<file path="config.mk">
export PLATFORM = sky130hd
export DESIGN_NAME = amd_decode
export DESIGN_NICKNAME = d
export VERILOG_FILES = /design/src/rtl/amd_pkg.sv /design/src/rtl/amd_decode.sv
export VERILOG_INCLUDE_DIRS = /design/src /design/src/rtl
export SDC_FILE = /design/constraint.sdc
export NUM_CORES = 1
export LEC_CHECK = 0
export BUFFER_PORTS_ARGS = -buffer_cell sky130_fd_sc_hd__buf_4
export CAP_MARGIN = 0
export CORE_UTILIZATION = 55
export CTS_BUF_LIST = sky130_fd_sc_hd__clkbuf_8
export CTS_CLUSTER_DIAMETER = 40
export DETAILED_ROUTE_END_ITERATION = 8
export HOLD_SLACK_MARGIN = 0.05
export PLACE_DENSITY = 0.78
export SLEW_MARGIN = 20
export SYNTH_ARGS = -nofsm -noshare
export SYNTH_HDL_FRONTEND = slang
export SYNTH_SLANG_ARGS = --single-unit
export TNS_END_PERCENT = 30
</file>
<file path="constraint.sdc">
create_clock -name i_clk_sys -period 14.55 [get_ports i_clk_sys]
set_clock_uncertainty 0.15 [all_clocks]
set_input_delay 1.455 -clock i_clk_sys [delete_from_list [all_inputs] [get_ports i_clk_sys]]
set_output_delay 1.455 -clock i_clk_sys [all_outputs]
set_load 0.05 [all_outputs]
</file>
<file path="src/rtl/amd_map.svh">
// Constants for the address-mode decode block: field positions and mode codes.
`ifndef AMD_MAP_SVH
`define AMD_MAP_SVH

// Indexed postbyte field positions
`define AMD_POST_EXT_BIT 7
`define AMD_POST_IND_BIT 4

// Indexed mode codes in postbyte bits 3..0 (bit 7 set)
`define AMD_MODE_INC1 4'h0
`define AMD_MODE_INC2 4'h1
`define AMD_MODE_DEC1 4'h2
`define AMD_MODE_DEC2 4'h3
`define AMD_MODE_ZERO 4'h4
`define AMD_MODE_ACCB 4'h5
`define AMD_MODE_ACCA 4'h6
`define AMD_MODE_OFF8 4'h8
`define AMD_MODE_OFF16 4'h9
`define AMD_MODE_ACCD 4'hb
`define AMD_MODE_PC8 4'hc
`define AMD_MODE_PC16 4'hd
`define AMD_MODE_EXTIND 4'hf

// Register codes of the copy and swap postbyte
`define AMD_REG_D 4'h0
`define AMD_REG_PC 4'h5
`define AMD_REG_A 4'h8
`define AMD_REG_DPR 4'hb

// Reset value and last stack-walk step
`define AMD_RST_WORD 16'h0000
`define AMD_STK_LAST 3'h7

`endif

</file>
<file path="src/rtl/amd_pkg.sv">
// Types shared by the address-mode decode block.
package amd_pkg;
	// Kind of request presented at i_start
	typedef enum logic [1:0] {
		KIND_INDEXED,
		KIND_BRANCH,
		KIND_STACK,
		KIND_XFER
	} amd_kind_type;

	// Sequencer states
	typedef enum logic [2:0] {
		ST_IDLE,
		ST_FETCH,
		ST_IND_HI,
		ST_IND_LO,
		ST_STK
	} amd_state_type;
endpackage

</file>
<file path="src/rtl/amd_decode.sv">
// Operand effective-address and postbyte decode unit.
//
// Summary of operation
// RULE1: Constant-offset indexed adds signed offset to pointer; pointer itself is not changed.
// RULE2: Constant offsets come in 5-bit, 8-bit and 16-bit signed widths.
// RULE3: A 5-bit offset sits inside the postbyte; no extra bytes fetched.
// RULE4: 8-bit offset is one byte after postbyte; 16-bit offset is two bytes.
// RULE5: Accumulator offset adds signed A, B or D to pointer, changing neither.
// RULE6: Auto-increment uses pointer as address, then adds one or two to it.
// RULE7: Auto-decrement subtracts one or two first, then uses the new value.
// RULE8: Indirect forms read a pointer at the indexed address and use it.
// RULE9: Indirection is offered on all indexed forms except step-by-one modes; this unit also offers none on 5-bit offsets.
// RULE10: Branch loads PC plus signed offset only when condition is true.
// RULE11: Short branch has one offset byte, long branch has two.
// RULE12: Relative addresses wrap modulo 16 bits across the whole space.
// RULE13: PC can be the index base with 8/16-bit offset, also indirect.
// RULE14: Push/pull mask byte selects registers, one bit each, either stack.
// RULE15: Push walks a fixed order; pull walks the opposite order.
// RULE16: Copy/swap source code is postbyte 7..4, destination code is 3..0.
// RULE17: Register codes: D,X,Y,U,S,PC at 0..5; A,B,CC,DP at 8..11.
// RULE18: Copy/swap only between equal widths; other pairs flagged as invalid.
// RULE19: Indirect pointer is two bytes, lower address holds the high half.
`timescale 1ns/1ps
`default_nettype none
`include "amd_map.svh"

module amd_decode (
	input  wire logic                  i_clk_sys,
	input  wire logic                  i_sys_rst,
	input  wire logic                  i_start,
	input  wire amd_pkg::amd_kind_type i_kind,
	input  wire logic [7:0]            i_post,
	input  wire logic                  i_long,
	input  wire logic                  i_cond,
	input  wire logic                  i_pull,
	input  wire logic                  i_user,
	input  wire logic [15:0]           i_pc,
	input  wire logic [15:0]           i_x,
	input  wire logic [15:0]           i_y,
	input  wire logic [15:0]           i_u,
	input  wire logic [15:0]           i_s,
	input  wire logic [7:0]            i_a,
	input  wire logic [7:0]            i_b,
	input  wire logic                  i_mem_valid,
	input  wire logic [7:0]            i_mem_data,
	output logic                       o_mem_rd,
	output logic [15:0]                o_mem_addr,
	output logic                       o_busy,
	output logic                       o_done,
	output logic [15:0]                o_ea,
	output logic                       o_illegal,
	output logic                       o_ptr_wr,
	output logic [1:0]                 o_ptr_sel,
	output logic [15:0]                o_ptr_val,
	output logic [15:0]                o_pc_val,
	output logic                       o_taken,
	output logic                       o_stk_valid,
	output logic [2:0]                 o_stk_idx,
	output logic                       o_stk_user,
	output logic                       o_stk_pull,
	output logic [3:0]                 o_xfer_src,
	output logic [3:0]                 o_xfer_dst,
	output logic                       o_xfer_ok
);

	////////////////////////////////////////////////////////////////////////////
	// Helpers
	// Sign-extend a 5-bit postbyte offset
	function automatic logic [15:0] sx5(input logic [4:0] v);
		return {{11{v[4]}}, v};
	endfunction

	// Sign-extend an 8-bit offset or accumulator
	function automatic logic [15:0] sx8(input logic [7:0] v);
		return {{8{v[7]}}, v};
	endfunction

	// Pick the pointer register named by postbyte bits 6..5
	function automatic logic [15:0] ptr_pick(input logic [1:0] sel, input logic [15:0] x,
			input logic [15:0] y, input logic [15:0] u, input logic [15:0] s);
		case (sel)
			2'h0: return x;
			2'h1: return y;
			2'h2: return u;
			default: return s;
		endcase
	endfunction

	// Register code check: bit 1 valid, bit 0 wide
	function automatic logic [1:0] code_info(input logic [3:0] c);
		if (c <= `AMD_REG_PC)
			return 2'h3;
		if (c >= `AMD_REG_A && c <= `AMD_REG_DPR)
			return 2'h2;
		return 2'h0;
	endfunction

	////////////////////////////////////////////////////////////////////////////
	// State
	typedef struct packed {
		amd_pkg::amd_state_type state;
		logic [15:0] fetch, base, off, mem_addr, ea, ptr_val, pc_val;
		logic [7:0]  mask;
		logic [3:0]  src, dst;
		logic [2:0]  cnt, stk_idx;
		logic [1:0]  need, got, ptr_sel;
		logic        ind, pcrel, is_br, cond, wb, mem_rd, done, illegal;
		logic        ptr_wr, taken, stk_valid, user, pull, xfer_ok, busy;
	} amd_regs_type;

	amd_regs_type r_q;
	amd_regs_type r_d;

	////////////////////////////////////////////////////////////////////////////
	// Next-state logic
	// One sequencer serves all request kinds; requests are only taken in idle
	always_comb begin
		logic [15:0] rv;
		logic [15:0] sum;
		logic [2:0]  idx;
		rv = ptr_pick(i_post[6:5], i_x, i_y, i_u, i_s);
		sum = `AMD_RST_WORD;
		idx = r_q.pull ? r_q.cnt : ~r_q.cnt;
		r_d = r_q;
		r_d.done = 1'b0;
		r_d.ptr_wr = 1'b0;
		r_d.taken = 1'b0;
		r_d.stk_valid = 1'b0;
		case (r_q.state)
			amd_pkg::ST_IDLE: begin
				if (i_start) begin
					r_d.fetch = i_pc;
					r_d.pc_val = i_pc;
					r_d.off = `AMD_RST_WORD;
					r_d.need = 2'h0;
					r_d.got = 2'h0;
					r_d.ind = 1'b0;
					r_d.pcrel = 1'b0;
					r_d.is_br = 1'b0;
					r_d.cond = i_cond;
					r_d.wb = 1'b0;
					r_d.illegal = 1'b0;
					r_d.base = rv;
					r_d.ea = rv;
					r_d.ptr_sel = i_post[6:5];
					r_d.ptr_val = rv;
					case (i_kind)
						amd_pkg::KIND_INDEXED: begin
							if (!i_post[`AMD_POST_EXT_BIT]) begin
								r_d.ea = 16'(rv + sx5(i_post[4:0])); // [RULE1] [RULE2] [RULE3]
							end else begin
								r_d.ind = i_post[`AMD_POST_IND_BIT]; // [RULE8]
								case (i_post[3:0])
									`AMD_MODE_INC1, `AMD_MODE_INC2: begin
										// Address first, pointer bumped afterwards
										r_d.wb = 1'b1;
										r_d.ptr_val = 16'(rv + {15'h0000, 1'b1} + {15'h0000, i_post[0]}); // [RULE6]
										r_d.illegal = i_post[`AMD_POST_IND_BIT] && !i_post[0]; // [RULE9]
									end
									`AMD_MODE_DEC1, `AMD_MODE_DEC2: begin
										r_d.wb = 1'b1;
										r_d.ptr_val = 16'(rv - {15'h0000, 1'b1} - {15'h0000, i_post[0]}); // [RULE7]
										r_d.ea = r_d.ptr_val; // [RULE7]
										r_d.illegal = i_post[`AMD_POST_IND_BIT] && !i_post[0]; // [RULE9]
									end
									`AMD_MODE_ZERO: r_d.ea = rv;
									`AMD_MODE_ACCB: r_d.ea = 16'(rv + sx8(i_b)); // [RULE5]
									`AMD_MODE_ACCA: r_d.ea = 16'(rv + sx8(i_a)); // [RULE5]
									`AMD_MODE_ACCD: r_d.ea = 16'(rv + {i_a, i_b}); // [RULE5]
									`AMD_MODE_OFF8: r_d.need = 2'h1; // [RULE4]
									`AMD_MODE_OFF16: r_d.need = 2'h2; // [RULE4]
									`AMD_MODE_PC8, `AMD_MODE_PC16: begin
										r_d.pcrel = 1'b1; // [RULE13]
										r_d.need = i_post[0] ? 2'h2 : 2'h1;
									end
									`AMD_MODE_EXTIND: begin
										// Absolute pointer; only meaningful as indirect
										r_d.base = `AMD_RST_WORD;
										r_d.need = 2'h2;
										r_d.illegal = !i_post[`AMD_POST_IND_BIT];
									end
									default: r_d.illegal = 1'b1;
								endcase
							end
							// An illegal form never starts memory traffic
							if (r_d.illegal) begin
								r_d.ind = 1'b0;
								r_d.need = 2'h0;
								r_d.wb = 1'b0;
							end
							if (r_d.need != 2'h0) begin
								r_d.state = amd_pkg::ST_FETCH;
								r_d.mem_rd = 1'b1;
								r_d.mem_addr = i_pc;
							end else if (r_d.ind) begin
								r_d.state = amd_pkg::ST_IND_HI;
								r_d.mem_rd = 1'b1;
								r_d.mem_addr = r_d.ea; // [RULE8]
							end else begin
								r_d.done = 1'b1;
								r_d.ptr_wr = r_d.wb;
							end
						end
						amd_pkg::KIND_BRANCH: begin
							r_d.need = i_long ? 2'h2 : 2'h1; // [RULE11]
							r_d.pcrel = 1'b1;
							r_d.is_br = 1'b1;
							r_d.state = amd_pkg::ST_FETCH;
							r_d.mem_rd = 1'b1;
							r_d.mem_addr = i_pc;
						end
						amd_pkg::KIND_STACK: begin
							r_d.mask = i_post; // [RULE14]
							r_d.pull = i_pull;
							r_d.user = i_user; // [RULE14]
							r_d.cnt = 3'h0;
							r_d.state = amd_pkg::ST_STK;
						end
						default: begin
							r_d.src = i_post[7:4]; // [RULE16]
							r_d.dst = i_post[3:0]; // [RULE16]
							// Both codes listed and of one width, else refused
							r_d.xfer_ok = (code_info(i_post[7:4]) != 2'h0) && // [RULE17]
								(code_info(i_post[7:4]) == code_info(i_post[3:0])); // [RULE18]
							r_d.done = 1'b1;
						end
					endcase
				end
			end
			amd_pkg::ST_FETCH: begin
				if (i_mem_valid) begin
					r_d.off = {r_q.off[7:0], i_mem_data};
					r_d.got = 2'(r_q.got + 2'h1);
					r_d.fetch = 16'(r_q.fetch + 16'h0001);
					r_d.mem_addr = r_d.fetch;
					r_d.pc_val = r_d.fetch;
					if (r_d.got == r_q.need) begin
						// High offset byte arrives first; sums wrap at 16 bits
						sum = 16'((r_q.pcrel ? r_d.fetch : r_q.base) + // [RULE12] [RULE13]
							(r_q.need == 2'h1 ? sx8(i_mem_data) : r_d.off)); // [RULE4]
						if (r_q.is_br) begin
							r_d.taken = r_q.cond; // [RULE10]
							r_d.pc_val = r_q.cond ? sum : r_d.fetch; // [RULE10]
							r_d.ea = sum;
							r_d.mem_rd = 1'b0;
							r_d.done = 1'b1;
							r_d.state = amd_pkg::ST_IDLE;
						end else if (r_q.ind) begin
							r_d.ea = sum;
							r_d.mem_addr = sum; // [RULE8]
							r_d.state = amd_pkg::ST_IND_HI;
						end else begin
							r_d.ea = sum;
							r_d.mem_rd = 1'b0;
							r_d.done = 1'b1;
							r_d.ptr_wr = r_q.wb;
							r_d.state = amd_pkg::ST_IDLE;
						end
					end
				end
			end
			amd_pkg::ST_IND_HI: begin
				if (i_mem_valid) begin
					r_d.off = {i_mem_data, 8'h00}; // [RULE19]
					r_d.mem_addr = 16'(r_q.mem_addr + 16'h0001); // [RULE19]
					r_d.state = amd_pkg::ST_IND_LO;
				end
			end
			amd_pkg::ST_IND_LO: begin
				if (i_mem_valid) begin
					r_d.ea = {r_q.off[15:8], i_mem_data}; // [RULE8] [RULE19]
					r_d.mem_rd = 1'b0;
					r_d.done = 1'b1;
					r_d.ptr_wr = r_q.wb;
					r_d.state = amd_pkg::ST_IDLE;
				end
			end
			amd_pkg::ST_STK: begin
				// Fixed eight-step walk keeps timing independent of the mask
				r_d.stk_idx = idx; // [RULE15]
				r_d.stk_valid = r_q.mask[idx]; // [RULE14]
				r_d.cnt = 3'(r_q.cnt + 3'h1);
				if (r_q.cnt == `AMD_STK_LAST) begin
					r_d.done = 1'b1;
					r_d.state = amd_pkg::ST_IDLE;
				end
			end
			default: r_d.state = amd_pkg::ST_IDLE;
		endcase
		r_d.busy = (r_d.state != amd_pkg::ST_IDLE); // Kept as a flop like every other output
	end

	////////////////////////////////////////////////////////////////////////////
	// State register
	// Every field starts from a constant
	always_ff @(posedge i_clk_sys or posedge i_sys_rst) begin
		if (i_sys_rst) begin
			r_q <= '0;
		end else begin
			r_q <= r_d;
		end
	end

	// Outputs straight from the state register
	assign o_mem_rd    = r_q.mem_rd;
	assign o_mem_addr  = r_q.mem_addr;
	assign o_busy      = r_q.busy;
	assign o_done      = r_q.done;
	assign o_ea        = r_q.ea;
	assign o_illegal   = r_q.illegal;
	assign o_ptr_wr    = r_q.ptr_wr;
	assign o_ptr_sel   = r_q.ptr_sel;
	assign o_ptr_val   = r_q.ptr_val;
	assign o_pc_val    = r_q.pc_val;
	assign o_taken     = r_q.taken;
	assign o_stk_valid = r_q.stk_valid;
	assign o_stk_idx   = r_q.stk_idx;
	assign o_stk_user  = r_q.user;
	assign o_stk_pull  = r_q.pull;
	assign o_xfer_src  = r_q.src;
	assign o_xfer_dst  = r_q.dst;
	assign o_xfer_ok   = r_q.xfer_ok;

	logic idx_go;
	assign idx_go = i_start && !o_busy && i_kind == amd_pkg::KIND_INDEXED;
endmodule
`default_nettype wire

</file>
==> reports/metrics.yaml <==
initial_utilization: 0.566
detail-route-antenna-nets: 0
numClockSinks: 158
critical_path.slowest_cell: "sky130_fd_sc_hd__nor2_1"
number_of_placed_i_o_pins: 209
layout.cell_area.non_filler_mm2: 0.0149
cts.root.buffer_cell: "sky130_fd_sc_hd__clkbuf_8"
cp_num_buf_inv: 3
gp_congestion: 1.02
ff2ff_path_depth: 16
drive_above_1_share: 0.187
syn_to_final_growth_pct: 11.2
setup.worst_path.end_class: "register"
floorplan.core_area_mm2: 0.0238
cts_tree: "done"
synth_cells: 1676
timing.slew.headroom: 0.212
via_per_inst: 6.54
dp_hpwl_um: 34200
timing_worst_slew_pin_value_ns: 1.18
globalRouteOverflowTotal: 0
dieWidth_um: 158
grt_start_max_net_pins: 100
layout.nets: 1911
crit-reg2reg-capture: "o_mem_addr[15]$_DFFE_PP0P_"
final_hold_viol_count: 0
share_of_power_burned_in_combinational_logic: 0.626
rows: 56
number_of_input_and_output_port_buffers_inserted: 208
diodes_inserted: 0
maximum_fanout_along_the_worst_path: 24
post_cts_buffers: 0
ys_warn_count: 0
timing.reg2reg.setup_slack_ns: 10.09
gr-usage-all-layers: 0.368
first_pass_grt_wire_length_um: 69400
dr.first_iter.drc_count: 1517
fmax_ghz: 0.179
cts_resized: 0
ir_drop_mv: 0.122
synth_cell_types: 94
average_size_of_a_mapped_cell_um2: 8.02
pwr-share-seq: 0.259
register_area_share_after_synthesis: 0.294
stdcell_count: 2059
drt_pre_antenna_iters: 6
critical_path_arrival_ns: 5.82
max_stage_delay_ns: 1.08
design.die.area_mm2: 0.0251
run_status: "completed"
power.density_mw_per_mm2: 215
totalPowerFinal_uw: 3210
hold_depth: 2
wl_per_cell_um: 22.2
floorplan.die.height_um: 158
critPathTopFamily: "simple AND/OR/NAND/NOR gates"
power_switching_uw: 1720
syn-cell-area_mm2: 0.0134
detailed_place.area_mm2: 0.0145
max_cap_violations: 0
whs_endpoint: "o_ptr_wr$_DFF_PP0_"
power.switching_fraction: 0.535
power.leakage_uw: 0.00663
critPathRequiredTime_ns: 14.78
min-delay-start: "r_q[10]$_DFFE_PP0P_"
grt_setup_unrepaired: "false"
grt_antenna_before_repair: 0
groute.layer.met2.usage: 0.558
report.final.slew_viol_count: 0
worst_hold_check_slack_ns: 0.332
route.vias.total: 13457
ys_ff_latch: 158
synthArstFlopShare: 1.00
max-clock-path-buffers: 2
report.final.setup_viol: 0
post_route_fraction_of_the_period_consumed_by_the_critical_path: 0.384
power_frac_clock: 0.115
worst-setup-path-type: "primary input to register"
setup-tns-final_ns: 0
worst_setup_hold_path_clk_slew_ns: 0.08
ctsHoldBuffers: 0
internal_power_uw: 1490
synth_edf_count: 0
postSynthNetCount: 1858
number_of_h_tree_branching_levels: 4
cts_buffers: 17
worst_r2r_startpoint: "r_q[139]$_DFFE_PP0P_"
critical_path.cell_chain: "buf_4 > inv_1 > ha_1 > inv_1 > o41ai_1 > nand2_1 > nor2_1 > nand2_1 > o21ai_0 > a21oi_1 > o21ai_0"
vias_in_the_first_global_route: 12260
ys.flop_type: "sky130_fd_sc_hd__dfrtp_1"
post-route-min-period_ns: 5.59
grt-busiest-layer: "met2"
groute.layer.met3.usage: 0.0517
clk-insertion-delay-late_ns: 0.48
placed_cells_incl_taps: 2029
worstHoldPathType: "register to register"
fillers: 2127
groute.layer.met1.usage: 0.513
crit_path_launch_type: "primary input"
postRouteWirelength_um: 45700
drcViolationCount: 0
==> how the worst max path moves through the flow <==
stage	start	to	slack [ns]	cells after the start
2_1_floorplan	i_sys_rst	o_busy$_DFF_PP0_	8.68	1
3_3_place_gp	i_kind[0]	o_ptr_wr$_DFF_PP0_	8.77	11
6_report	i_kind[0]	o_done$_DFF_PP0_	8.96	11
4_1_cts	i_kind[0]	o_done$_DFF_PP0_	9.10	11
3_5_place_dp	i_kind[0]	o_done$_DFF_PP0_	8.67	11
5_1_grt	i_kind[0]	o_done$_DFF_PP0_	8.69	11
==> power groups by stage <==
stage,Clock [uW],Sequential (uW),Combinational (uW)
after floorplan,0,777,1530
after global placement,0,826,1930
after detailed placement,0,829,1960
after CTS,371,822,1960
after global routing,387,852,2130
final,369,830,2010
==> per-stage QoR <==
step | utilization | setup slack (ns)
3_5_place_dp | 0.611 | 8.67
2_1_floorplan | - | 8.68
4_1_cts | 0.629 | 9.10
3_3_place_gp | 0.611 | 8.77
6_report | 0.629 | 8.96
5_1_grt | 0.629 | 8.69
==> synth_stat cells (all sizes together) (11+ instances only) <==
cell type / number / share of area
xnor2: 39 / 0.026
and2: 12 / 0.0056
and3: 14 / 0.0065
ha: 57 / 0.053
inv: 45 / 0.013
nor2b: 12 / 0.0056
a211oi: 11 / 0.0065
o21ai: 144 / 0.054
a22oi: 20 / 0.011
a22o: 22 / 0.014
a31oi: 37 / 0.017
buf: 104 / 0.053
mux2: 19 / 0.016
nor2: 154 / 0.043
o211ai: 29 / 0.017
a21o: 22 / 0.012
nor4: 13 / 0.0061
nand2b: 13 / 0.0061
nand3: 50 / 0.019
nand2: 226 / 0.063
clkbuf: 83 / 0.023
o21a: 11 / 0.0061
mux4: 21 / 0.035
mux2i: 18 / 0.014
a221oi: 14 / 0.0096
dfrtp: 158 / 0.29
xor2: 36 / 0.023
a21oi: 117 / 0.044
nor3: 34 / 0.013
==> worst min-delay path: cells and delay by family (launching register included) <==
family,cells,cell delay [ns]
DFF,1,0.35
and+or+nand+nor,1,0.05
AOI/OAI and AO/OA,1,0.05
==> kinds of logic (layout without fill, tap and decap cells) <==
group | count (synthesis) | count (layout) | synth area share
DFF | 158 | 158 | 0.294
muxes | 58 | 58 | 0.0657
and+or+nand+nor | 586 | 586 | 0.202
AOI/OAI and AO/OA | 506 | 506 | 0.242
buffers and inverters | 233 | 297 | 0.0895
xor gates and xnor gates | 75 | 75 | 0.0494
adders and majority gates | 60 | 60 | 0.0575
==> layer usage <==
layer  vias up  wire length (um)
met5         -                 0
met4         0              2250
li1       6081                 -
met1      6374             18700
met2       872             19900
met3       130              4950
==> registers in the layout, summed over array words and instances (netlist names), 2 cells and up <==
| signal | flops |
|---|---|
| o_mem_addr | 16 |
| r_q | 71 |
| o_stk_idx | 3 |
| o_pc_val | 16 |
| o_ptr_val | 16 |
| o_xfer_src | 4 |
| o_ptr_sel | 2 |
| o_ea | 16 |
| o_xfer_dst | 4 |
==> layout by cell type (no fill, tap or decap), drive strengths merged, types with 6 or more instances in the layout <==
cell    netlist  routed
or3           7       7
o21bai        6       6
nor2        154     154
o21a         11      11
mux4         21      21
o21ai       144     144
buf         104     221
ha           57      57
nor3b         6       6
nand4         8       8
xnor2        39      39
a22oi        20      20
nor2b        12      12
o31ai        10      10
and3         14      14
a211oi       11      11
nand2       226     226
nand2b       13      13
o211ai       29      29
a22o         22      22
or2          10      10
nor3         34      34
clkbuf       83      18
and2         12      12
nand3b       10      10
mux2i        18      18
nor4         13      13
o22ai         8       8
mux2         19      19
a31oi        37      37
a21oi       117     117
inv          45      49
dfrtp       158     158
xor2         36      36
a221oi       14      14
nand3        50      50
a21o         22      22
==> final cells by class <==
type	count	area [um2]	share of cell area
Multi-Input combinational cell	1285	8320	0.557
Sequential cell	158	3950	0.265
Timing Repair Buffer	221	1660	0.111
Tap cell	319	399	0.0267
Clock buffer	18	248	0.0166
Clock inverter	12	183	0.0122
Inverter	46	178	0.0119
No activity file was read; power rests on OpenSTA's default activity.
